File: config.mk
export PLATFORM = sky130hd
export DESIGN_NAME = oneshot_capture
export DESIGN_NICKNAME = d
export VERILOG_FILES = /design/src/rtl/capcmp_pkg.sv /design/src/rtl/edge_detect.sv /design/src/rtl/oneshot_capture.sv
export SDC_FILE = /design/constraint.sdc
export NUM_CORES = 1
export LEC_CHECK = 0
export ABC_AREA = 1
export BUFFER_PORTS_ARGS = -buffer_cell sky130_fd_sc_hd__buf_2
export CORE_MARGIN = 2
export CORE_UTILIZATION = 35
export DETAILED_ROUTE_END_ITERATION = 8
export PLACE_DENSITY_LB_ADDON = 0.15
export SYNTH_ARGS = -nofsm -noshare
export SYNTH_HDL_FRONTEND = slang
export SYNTH_HIERARCHICAL = 1
export SYNTH_SLANG_ARGS = --single-unit
File: constraint.sdc
create_clock -name sys_clk_i -period 4 [get_ports sys_clk_i]
set_input_delay 0.2 -clock sys_clk_i [delete_from_list [all_inputs] [get_ports sys_clk_i]]
set_output_delay 0.2 -clock sys_clk_i [all_outputs]
set_load 0.02 [all_outputs]
File: src/rtl/capcmp_pkg.sv
// Package: register map, field positions, reset values and modes
package capcmp_pkg;
   // ****************************************************************
   // Register byte addresses (AXI4-Lite, one word each)
   // ****************************************************************
   localparam logic [7:0] ADDR_MODE   = 8'h00; // timer_mode_control
   localparam logic [7:0] ADDR_OUTCTL = 8'h04; // output_control_reg
   localparam logic [7:0] ADDR_CCCTL  = 8'h08; // capture_compare_ctrl
   localparam logic [7:0] ADDR_CNT    = 8'h0c; // up_counter (read only)
   localparam logic [7:0] ADDR_CCA    = 8'h10; // capture_compare_a
   localparam logic [7:0] ADDR_CCB    = 8'h14; // capture_compare_b
   localparam logic [7:0] ADDR_EVT    = 8'h18; // event status, write 1 clr
   // ****************************************************************
   // Field positions
   // ****************************************************************
   localparam int MODE_OVF_BIT   = 0;  // overflow_flag
   localparam int MODE_SEL_LO    = 2;  // mode_select_low
   localparam int MODE_SEL_HI    = 3;  // mode_select_high
   localparam int OUT_EN_BIT     = 0;  // output enable
   localparam int OUT_TOGA_BIT   = 2;  // toggle on match A
   localparam int OUT_TOGB_BIT   = 4;  // toggle on match B
   localparam int OUT_OSE_BIT    = 5;  // oneshot_enable
   localparam int OUT_OST_BIT    = 6;  // oneshot_soft_trigger
   localparam int CC_A_CAP_BIT   = 0;  // register A is capture
   localparam int CC_A_SRC_BIT   = 1;  // A capture source: 1 = opposite A
   localparam int CC_B_CAP_BIT   = 2;  // register B is capture
   localparam int CC_EDGE_LO     = 4;  // input A valid edge select
   localparam int CC_EDGE_B_LO   = 6;  // input B valid edge select
   localparam int EVT_IRQ_A_BIT  = 0;  // match_irq_a seen
   localparam int EVT_IRQ_B_BIT  = 1;  // match_irq_b seen
   // ****************************************************************
   // Reset values and widths
   // ****************************************************************
   localparam logic [7:0]  RST_BYTE = 8'h00;
   localparam logic [15:0] RST_WORD = 16'h0000;
   localparam logic [15:0] CNT_MAX  = 16'hffff;
   // ****************************************************************
   // Modes, edge selects and bus responses
   // ****************************************************************
   localparam logic [1:0] MODE_STOP  = 2'b00;
   localparam logic [1:0] MODE_FREE  = 2'b01;
   localparam logic [1:0] MODE_EDGE  = 2'b10;
   localparam logic [1:0] MODE_MATCH = 2'b11;
   localparam logic [1:0] EDGE_FALL  = 2'b00;
   localparam logic [1:0] EDGE_RISE  = 2'b01;
   localparam logic [1:0] EDGE_BOTH  = 2'b11;
   localparam logic [1:0] RESP_OKAY  = 2'b00;
   localparam logic [1:0] RESP_SLVERR = 2'b10;
endpackage

File: src/rtl/edge_detect.sv
// Edge detector for one capture input: valid and opposite edge pulses
`timescale 1ns/10ps
`default_nettype none
module edge_detect (
   // Clock and reset
   input  wire logic       clk_i,
   input  wire logic       rst_b_i,
   // Input pin and edge selection
   input  wire logic       pin_i,
   input  wire logic [1:0] edge_sel_i,
   // Edge pulses
   output logic            valid_o,
   output logic            opposite_o
);
   logic prev_reg;  // Last sample of the pin
   logic rise;      // Rising edge this cycle
   logic fall;      // Falling edge this cycle

   // ****************************************************************
   // Previous level
   // ****************************************************************
   always_ff @(posedge clk_i or negedge rst_b_i) begin
      if (!rst_b_i) begin
         prev_reg <= 1'b0;
      end else begin
         prev_reg <= pin_i;
      end
   end

   assign rise = pin_i & ~prev_reg;
   assign fall = ~pin_i & prev_reg;

   // Decode valid and opposite edges from the selection
   always_comb begin
      valid_o    = 1'b0;
      opposite_o = 1'b0;
      case (edge_sel_i)
         capcmp_pkg::EDGE_FALL: begin
            valid_o    = fall;
            opposite_o = rise;
         end
         capcmp_pkg::EDGE_RISE: begin
            valid_o    = rise;
            opposite_o = fall;
         end
         capcmp_pkg::EDGE_BOTH: begin
            // Both edges valid: no opposite phase exists
            valid_o    = rise | fall;
         end
         default: begin
            valid_o    = 1'b0;
         end
      endcase
   end
endmodule
`default_nettype wire

File: src/rtl/oneshot_capture.sv
// Top: 16-bit capture/compare timer with one-shot and width capture
//
// Added by the designer: the address map and the AXI4-Lite register port.
`timescale 1ns/10ps
`default_nettype none
// Overview of operation
// - Periodic period A+1, duty (A-B)/(A+1)
// - One-shot only in modes 01/10 with enable
// - Soft bit or A edge restarts, one pulse
// - Active after min+1, width is difference
// - One-shot matches raise irq, toggle pin
// - Mode 01: A edge->B, B edge->A
// - Single input: opposite->A, valid->B
// - Mode 10: valid edge captures B, clears
// - Device sets overflow; software clears it
// - Counter wraps after FFFF; overflow set except in mode 11
// - Opposite-edge capture raises no interrupt
module oneshot_capture (
   // Clock and reset
   input  wire logic        sys_clk_i,
   input  wire logic        rst_b_i,
   // AXI4-Lite write address and data
   input  wire logic [7:0]  s_axi_awaddr_i,
   input  wire logic        s_axi_awvalid_i,
   output logic             s_axi_awready_o,
   input  wire logic [31:0] s_axi_wdata_i,
   input  wire logic [3:0]  s_axi_wstrb_i,
   input  wire logic        s_axi_wvalid_i,
   output logic             s_axi_wready_o,
   // AXI4-Lite write response
   output logic [1:0]       s_axi_bresp_o,
   output logic             s_axi_bvalid_o,
   input  wire logic        s_axi_bready_i,
   // AXI4-Lite read
   input  wire logic [7:0]  s_axi_araddr_i,
   input  wire logic        s_axi_arvalid_i,
   output logic             s_axi_arready_o,
   output logic [31:0]      s_axi_rdata_o,
   output logic [1:0]       s_axi_rresp_o,
   output logic             s_axi_rvalid_o,
   input  wire logic        s_axi_rready_i,
   // Pins
   input  wire logic        capture_input_a_i,
   input  wire logic        capture_input_b_i,
   output logic             timer_output_pin_o,
   output logic             match_irq_a_o,
   output logic             match_irq_b_o
);
   // ****************************************************************
   // Declarations
   // ****************************************************************
   logic        rst_meta_reg, rst_sync_reg; // Reset release chain
   logic [1:0]  mode_reg;        // mode_select_high/low
   logic        ovf_reg;         // overflow_flag
   logic [6:0]  outctl_reg;      // output_control_reg, trigger reads 0
   logic [7:0]  ccctl_reg;       // capture_compare_ctrl
   logic [15:0] up_counter_reg;  // Count value
   logic [15:0] cca_reg;         // capture_compare_a
   logic [15:0] ccb_reg;         // capture_compare_b
   logic [1:0]  evt_reg;         // Sticky match/capture events
   logic        os_busy_reg;     // One-shot pulse in progress
   logic        os_toggles_reg;  // Toggles seen in current one-shot
   logic        aw_got_reg, w_got_reg; // Write halves taken
   logic [7:0]  aw_addr_reg;     // Held write address
   logic [31:0] w_data_reg;      // Held write data
   logic [3:0]  w_strb_reg;      // Held byte enables
   logic        va, oa, vb;      // Edge pulses
   logic        running, os_mode, soft_trig, os_trig, restart;
   logic        match_a, match_b, cap_a, cap_b, cap_a_irq, toggle;
   logic        wr_fire;         // Both write halves present
   logic        wr_evt, wr_mode, wr_out;

   // ****************************************************************
   // Reset synchroniser
   // ****************************************************************
   always_ff @(posedge sys_clk_i or negedge rst_b_i) begin
      if (!rst_b_i) begin
         rst_meta_reg <= 1'b0;
         rst_sync_reg <= 1'b0;
      end else begin
         rst_meta_reg <= 1'b1;
         rst_sync_reg <= rst_meta_reg;
      end
   end

   // ****************************************************************
   // Edge detection on the capture inputs
   // ****************************************************************
   edge_detect u_edge_a (
      .clk_i      (sys_clk_i),
      .rst_b_i    (rst_sync_reg),
      .pin_i      (capture_input_a_i),
      .edge_sel_i (ccctl_reg[capcmp_pkg::CC_EDGE_LO +: 2]),
      .valid_o    (va),
      .opposite_o (oa)
   );
   edge_detect u_edge_b (
      .clk_i      (sys_clk_i),
      .rst_b_i    (rst_sync_reg),
      .pin_i      (capture_input_b_i),
      .edge_sel_i (ccctl_reg[capcmp_pkg::CC_EDGE_B_LO +: 2]),
      .valid_o    (vb),
      .opposite_o ()
   );

   // ****************************************************************
   // Control decode
   // ****************************************************************
   assign wr_fire = aw_got_reg & w_got_reg & ~s_axi_bvalid_o;
   assign wr_mode = wr_fire & (aw_addr_reg == capcmp_pkg::ADDR_MODE)
                    & w_strb_reg[0];
   assign wr_out  = wr_fire & (aw_addr_reg == capcmp_pkg::ADDR_OUTCTL)
                    & w_strb_reg[0];
   assign wr_evt  = wr_fire & (aw_addr_reg == capcmp_pkg::ADDR_EVT)
                    & w_strb_reg[0];
   assign running = (mode_reg != capcmp_pkg::MODE_STOP);
   // One-shot allowed only in free-running or edge restart modes
   assign os_mode = outctl_reg[capcmp_pkg::OUT_OSE_BIT] &
                    ((mode_reg == capcmp_pkg::MODE_FREE) |
                     (mode_reg == capcmp_pkg::MODE_EDGE));
   assign soft_trig = wr_out & w_data_reg[capcmp_pkg::OUT_OST_BIT];
   assign os_trig = os_mode & (soft_trig | va);
   // Valid A edge restarts in mode 10 as well as on one-shot trigger
   assign restart = os_trig |
                    ((mode_reg == capcmp_pkg::MODE_EDGE) & va);
   assign match_a = running & ~ccctl_reg[capcmp_pkg::CC_A_CAP_BIT] &
                    (up_counter_reg == cca_reg);
   assign match_b = running & ~ccctl_reg[capcmp_pkg::CC_B_CAP_BIT] &
                    (up_counter_reg == ccb_reg);
   // Register B captures on valid A edge, register A on B or opposite A
   assign cap_b = running & ccctl_reg[capcmp_pkg::CC_B_CAP_BIT] & va;
   assign cap_a = running & ccctl_reg[capcmp_pkg::CC_A_CAP_BIT] &
                  (ccctl_reg[capcmp_pkg::CC_A_SRC_BIT] ? oa : vb);
   // Opposite-edge captures stay silent
   assign cap_a_irq = cap_a & ~ccctl_reg[capcmp_pkg::CC_A_SRC_BIT];
   // In one-shot, only the first two matches after a trigger toggle
   assign toggle = outctl_reg[capcmp_pkg::OUT_EN_BIT] &
      (os_mode ? (os_busy_reg & (match_a | match_b))
               : ((match_a & outctl_reg[capcmp_pkg::OUT_TOGA_BIT]) |
                  (match_b & outctl_reg[capcmp_pkg::OUT_TOGB_BIT])));

   // ****************************************************************
   // Counter: count, wrap, clear on restart, clear in stop
   // ****************************************************************
   always_ff @(posedge sys_clk_i or negedge rst_sync_reg) begin
      if (!rst_sync_reg) begin
         up_counter_reg <= capcmp_pkg::RST_WORD;
      end else if (!running) begin
         up_counter_reg <= capcmp_pkg::RST_WORD;
      end else if (restart) begin
         up_counter_reg <= capcmp_pkg::RST_WORD;
      end else if ((mode_reg == capcmp_pkg::MODE_MATCH) & match_a) begin
         // Period of compare A plus one clocks
         up_counter_reg <= capcmp_pkg::RST_WORD;
      end else begin
         up_counter_reg <= up_counter_reg + 16'h0001;
      end
   end

   // ****************************************************************
   // Overflow flag: set wins over software clear
   // ****************************************************************
   always_ff @(posedge sys_clk_i or negedge rst_sync_reg) begin
      if (!rst_sync_reg) begin
         ovf_reg <= 1'b0;
      end else if (running & ~restart &
                   (mode_reg != capcmp_pkg::MODE_MATCH) &
                   (up_counter_reg == capcmp_pkg::CNT_MAX)) begin
         ovf_reg <= 1'b1;
      end else if (wr_mode & ~w_data_reg[capcmp_pkg::MODE_OVF_BIT]) begin
         ovf_reg <= 1'b0;
      end
   end

   // ****************************************************************
   // Control registers
   // ****************************************************************
   always_ff @(posedge sys_clk_i or negedge rst_sync_reg) begin
      if (!rst_sync_reg) begin
         mode_reg   <= capcmp_pkg::MODE_STOP;
         outctl_reg <= 7'h00;
         ccctl_reg  <= capcmp_pkg::RST_BYTE;
      end else if (wr_fire & w_strb_reg[0]) begin
         if (aw_addr_reg == capcmp_pkg::ADDR_MODE) begin
            mode_reg <= w_data_reg[capcmp_pkg::MODE_SEL_LO +: 2];
         end else if (aw_addr_reg == capcmp_pkg::ADDR_OUTCTL) begin
            // Trigger bit is a strobe, never stored
            outctl_reg <= {1'b0, w_data_reg[5:0]};
         end else if (aw_addr_reg == capcmp_pkg::ADDR_CCCTL) begin
            ccctl_reg <= w_data_reg[7:0];
         end
      end
   end

   // ****************************************************************
   // Capture/compare registers: software write or capture
   // ****************************************************************
   always_ff @(posedge sys_clk_i or negedge rst_sync_reg) begin
      if (!rst_sync_reg) begin
         cca_reg <= capcmp_pkg::RST_WORD;
         ccb_reg <= capcmp_pkg::RST_WORD;
      end else begin
         if (cap_a) begin
            cca_reg <= up_counter_reg;
         end else if (wr_fire & (aw_addr_reg == capcmp_pkg::ADDR_CCA)) begin
            if (w_strb_reg[0]) cca_reg[7:0]  <= w_data_reg[7:0];
            if (w_strb_reg[1]) cca_reg[15:8] <= w_data_reg[15:8];
         end
         if (cap_b) begin
            ccb_reg <= up_counter_reg;
         end else if (wr_fire & (aw_addr_reg == capcmp_pkg::ADDR_CCB)) begin
            if (w_strb_reg[0]) ccb_reg[7:0]  <= w_data_reg[7:0];
            if (w_strb_reg[1]) ccb_reg[15:8] <= w_data_reg[15:8];
         end
      end
   end

   // ****************************************************************
   // One-shot tracking and output pin
   // ****************************************************************
   always_ff @(posedge sys_clk_i or negedge rst_sync_reg) begin
      if (!rst_sync_reg) begin
         os_busy_reg        <= 1'b0;
         os_toggles_reg     <= 1'b0;
         timer_output_pin_o <= 1'b0;
      end else begin
         if (os_trig) begin
            // Retrigger mid-pulse is the caller's fault; restart cleanly
            os_busy_reg    <= 1'b1;
            os_toggles_reg <= 1'b0;
         end else if (os_busy_reg & toggle) begin
            os_toggles_reg <= 1'b1;
            if (os_toggles_reg) os_busy_reg <= 1'b0;
         end else if (!os_mode) begin
            os_busy_reg <= 1'b0;
         end
         if (!running) begin
            timer_output_pin_o <= 1'b0;
         end else if (toggle) begin
            timer_output_pin_o <= ~timer_output_pin_o;
         end
      end
   end

   // ****************************************************************
   // Interrupt pulses and sticky events (set wins over clear)
   // ****************************************************************
   always_ff @(posedge sys_clk_i or negedge rst_sync_reg) begin
      if (!rst_sync_reg) begin
         match_irq_a_o <= 1'b0;
         match_irq_b_o <= 1'b0;
         evt_reg       <= 2'b00;
      end else begin
         match_irq_a_o <= match_a | cap_a_irq;
         match_irq_b_o <= match_b | cap_b;
         evt_reg <= (evt_reg & ~({2{wr_evt}} & w_data_reg[1:0])) |
                    {match_b | cap_b, match_a | cap_a_irq};
      end
   end

   // ****************************************************************
   // AXI4-Lite write channel: take AW and W in any order
   // ****************************************************************
   always_ff @(posedge sys_clk_i or negedge rst_sync_reg) begin
      if (!rst_sync_reg) begin
         aw_got_reg      <= 1'b0;
         w_got_reg       <= 1'b0;
         aw_addr_reg     <= 8'h00;
         w_data_reg      <= 32'h0000_0000;
         w_strb_reg      <= 4'h0;
         s_axi_awready_o <= 1'b0;
         s_axi_wready_o  <= 1'b0;
         s_axi_bvalid_o  <= 1'b0;
         s_axi_bresp_o   <= capcmp_pkg::RESP_OKAY;
      end else begin
         s_axi_awready_o <= ~aw_got_reg & ~s_axi_awready_o;
         s_axi_wready_o  <= ~w_got_reg & ~s_axi_wready_o;
         if (s_axi_awvalid_i & s_axi_awready_o) begin
            aw_got_reg  <= 1'b1;
            aw_addr_reg <= s_axi_awaddr_i;
            s_axi_awready_o <= 1'b0;
         end
         if (s_axi_wvalid_i & s_axi_wready_o) begin
            w_got_reg  <= 1'b1;
            w_data_reg <= s_axi_wdata_i;
            w_strb_reg <= s_axi_wstrb_i;
            s_axi_wready_o <= 1'b0;
         end
         if (wr_fire) begin
            aw_got_reg     <= 1'b0;
            w_got_reg      <= 1'b0;
            s_axi_bvalid_o <= 1'b1;
            s_axi_bresp_o  <= (aw_addr_reg > capcmp_pkg::ADDR_EVT)
                              ? capcmp_pkg::RESP_SLVERR
                              : capcmp_pkg::RESP_OKAY;
         end else if (s_axi_bvalid_o & s_axi_bready_i) begin
            s_axi_bvalid_o <= 1'b0;
         end
      end
   end

   // ****************************************************************
   // AXI4-Lite read channel: one read at a time
   // ****************************************************************
   always_ff @(posedge sys_clk_i or negedge rst_sync_reg) begin
      if (!rst_sync_reg) begin
         s_axi_arready_o <= 1'b0;
         s_axi_rvalid_o  <= 1'b0;
         s_axi_rdata_o   <= 32'h0000_0000;
         s_axi_rresp_o   <= capcmp_pkg::RESP_OKAY;
      end else begin
         s_axi_arready_o <= ~s_axi_rvalid_o & ~s_axi_arready_o &
                            ~s_axi_arvalid_i ? 1'b1 :
                            (~s_axi_rvalid_o & ~s_axi_arready_o);
         if (s_axi_arvalid_i & s_axi_arready_o) begin
            s_axi_arready_o <= 1'b0;
            s_axi_rvalid_o  <= 1'b1;
            s_axi_rresp_o   <= capcmp_pkg::RESP_OKAY;
            if (s_axi_araddr_i == capcmp_pkg::ADDR_MODE) begin
               s_axi_rdata_o <= {28'h0, mode_reg, 1'b0, ovf_reg};
            end else if (s_axi_araddr_i == capcmp_pkg::ADDR_OUTCTL) begin
               s_axi_rdata_o <= {25'h0, outctl_reg};
            end else if (s_axi_araddr_i == capcmp_pkg::ADDR_CCCTL) begin
               s_axi_rdata_o <= {24'h0, ccctl_reg};
            end else if (s_axi_araddr_i == capcmp_pkg::ADDR_CNT) begin
               s_axi_rdata_o <= {16'h0, up_counter_reg};
            end else if (s_axi_araddr_i == capcmp_pkg::ADDR_CCA) begin
               s_axi_rdata_o <= {16'h0, cca_reg};
            end else if (s_axi_araddr_i == capcmp_pkg::ADDR_CCB) begin
               s_axi_rdata_o <= {16'h0, ccb_reg};
            end else if (s_axi_araddr_i == capcmp_pkg::ADDR_EVT) begin
               s_axi_rdata_o <= {30'h0, evt_reg};
            end else begin
               s_axi_rdata_o <= 32'h0000_0000;
               s_axi_rresp_o <= capcmp_pkg::RESP_SLVERR;
            end
         end else if (s_axi_rvalid_o & s_axi_rready_i) begin
            s_axi_rvalid_o <= 1'b0;
         end
      end
   end
endmodule
`default_nettype wire

==> flow_metrics.env <==
export IMPL_clock_fmax_mhz=414
export IMPL_cts_buffers=17
export IMPL_worstSetupPathDepth=11
export IMPL_critical_path_top_delay_family="simple AND/OR/NAND/NOR gates"
export IMPL_layout_worst_path_cycle_share_pct=60.4
export IMPL_grt_pass1_vias=5512
export IMPL_status="finished clean"
export IMPL_post_drt_wl_per_cell_um=15.7
export IMPL_yosysWarnings=6
export IMPL_r2r_setup_slack_ps=1650
export IMPL_grt_antenna_before_repair=0
export IMPL_worstHoldPathType="in -> async"
export IMPL_ir_drop_uv=314
export IMPL_p_sw_share_pct=33.5
export IMPL_power_share_sequential_pct=38.8
export IMPL_r2r_start="u_edge_a/prev_reg"
export IMPL_drive_gt1_share_pct=14.7
export IMPL_grt_overflow_total=0
export IMPL_grt_pass1_wl_um=29900
export IMPL_grt_max_degree=107
export IMPL_die_w_um=143
export IMPL_grtUsageTotal_pct=19.5
export IMPL_num_fill_cells=1917
export IMPL_crit_path_cell_trace="dlygate4sd3_1, buf_2, inv_1, ha_1, inv_1, nand3_1, nand3_1, nand3_1, nand2_1, o211ai_1, o21ai_0"
export IMPL_dr_pass1_iters=5
export IMPL_maxCapViolCount=0
export IMPL_power_switching_mw=1.59
export IMPL_root_buffer="clkbuf_16"
export IMPL_ctsResizeCount=0
export IMPL_areaGrowthSynthToFinish_pct=21.1
export IMPL_min_period_ps=2420
export IMPL_rsz0062_at_grt="no"
export IMPL_r2r_cells=8
export IMPL_dp_slack_ps=1650
export IMPL_syn_cell_area_um2=6720
export IMPL_fin_ws_ps=1580
export IMPL_coreArea_um2=18800
export IMPL_path_common_cell="nand3_1"
export IMPL_setup_worst_path_start_class="primary input"
export IMPL_max_slew_margin_rel_pct=36.6
export IMPL_power_leakage_nw=4.00
export IMPL_wirelength_um=18800
export IMPL_h_tree_depth=4
export IMPL_drc=0
export IMPL_path_clk_slew_ps=60
export IMPL_start_util_pct=35.8
export IMPL_dr_total_vias=5763
export IMPL_worstSkewPairLatency_ps=430
export IMPL_internal_power_mw=3.16
export IMPL_place_gp_congestion=0.879
export IMPL_hpwl_um=13000
export IMPL_first_iter_violations=417
export IMPL_post_synth_cell_area_avg_um2=7.74
export IMPL_port_buffers=68
export IMPL_final_antenna_net_count=0
export IMPL_r2r_end="ccb_reg[3]"
export IMPL_crit_path_end="ccb_reg[3]"
export IMPL_die_area_um2=20300
export IMPL_path_max_fanout=16
export IMPL_rows=50
export IMPL_p_comb_share_pct=23.2
export IMPL_vias_per_cell=4.79
export IMPL_cp_startpoint="capture_input_a_i"
export IMPL_fin_tns_setup_ps=0
export IMPL_path_buf_inv=4
export IMPL_clkPwrFrac_pct=38.0
export IMPL_ioPinCount=105
export IMPL_slowest_stage="nand2_1"
export IMPL_arrival_ps=2750
export IMPL_crit_type="in -> reg"
export IMPL_synth_cells=868
export IMPL_p_per_area_nw_per_um2=584
export IMPL_clockBufferDepth=2
export IMPL_diodes=0
export IMPL_slowest_delay_ps=610
export IMPL_layout_common_cells="nand2_1, dfrtp_1, o21ai_0, inv_1, buf_2"
export IMPL_cp_end_kind="flip-flop"
export IMPL_required_ps=4330
export IMPL_tightest_slew_ps=951
export IMPL_finalMaxSlewViolations=0
export IMPL_setup_viol=0
export IMPL_cts_tree="done"
export IMPL_fin_skew_ps=7.13
export IMPL_clkSinkCount=127
export IMPL_finalNetCount=1024
export IMPL_layout_commonest_cell="nand2_1"
export IMPL_die_h_um=143
export IMPL_hold_viol=0
final cells by class:
class | count | area [um^2] | area share [%]
clock buffer | 19 | 453 | 5.56
multi-input combinational | 600 | 2890 | 35.5
inverter | 107 | 402 | 4.93
clock inverter | 13 | 235 | 2.89
tap | 234 | 293 | 3.60
sequential | 127 | 3180 | 39.1
timing repair buffer | 102 | 686 | 8.42
power by group through the flow:
stage / clock network [mW] / registers, mW / logic [mW]
detailed placement: 0 / 1.86 / 1.09
floorplan: 0 / 1.86 / 0.734
global route: 1.90 / 1.89 / 1.28
CTS: 1.83 / 1.84 / 1.12
finish: 1.81 / 1.84 / 1.10
global placement: 0 / 1.86 / 1.08
worst min path at each step:
stage | from | to | slack [ps] | depth (start not counted)
3_5_place_dp | rst_b_i | rst_meta_reg | -10 | 1
2_1_floorplan | rst_b_i | rst_meta_reg | -100 | 0
6_report | rst_b_i | rst_sync_reg | 90 | 2
5_1_grt | rst_b_i | rst_sync_reg | 90 | 2
3_3_place_gp | rst_b_i | rst_meta_reg | -10 | 1
4_1_cts | rst_b_i | rst_sync_reg | 80 | 2
through the flow:
| stage | area [um^2] | util [%] | power (mW) | hold slack (ps) | instances |
|---|---|---|---|---|---|
| floorplan | 6790 | - | 2.59 | -95.6 | 885 |
| global placement | 7140 | 38.1 | 2.94 | -11.5 | 1139 |
| detailed placement | 7140 | 38.1 | 2.95 | -12.0 | 1139 |
| CTS | 8140 | 43.4 | 4.79 | 80.3 | 1202 |
| global route | 8140 | 43.4 | 5.06 | 87.9 | 1202 |
| finish | 8140 | 43.4 | 4.75 | 87.1 | 1202 |
what timing repair did:
item / in CTS / in global routing
endpoints found under the hold margin: 32 / 0
buffers inserted: 0 / 0
hold buffers: 31 / 0
layer usage:
layer	share of wire, %	vias up	global-route usage (%)
met2	44	133	30.2
met1	50	2680	27.4
met3	4.3	22	4.17
li1	-	2928	-
met4	1.9	0	6.36
met5	0	-	0
Power figures use the tool's default switching activity.
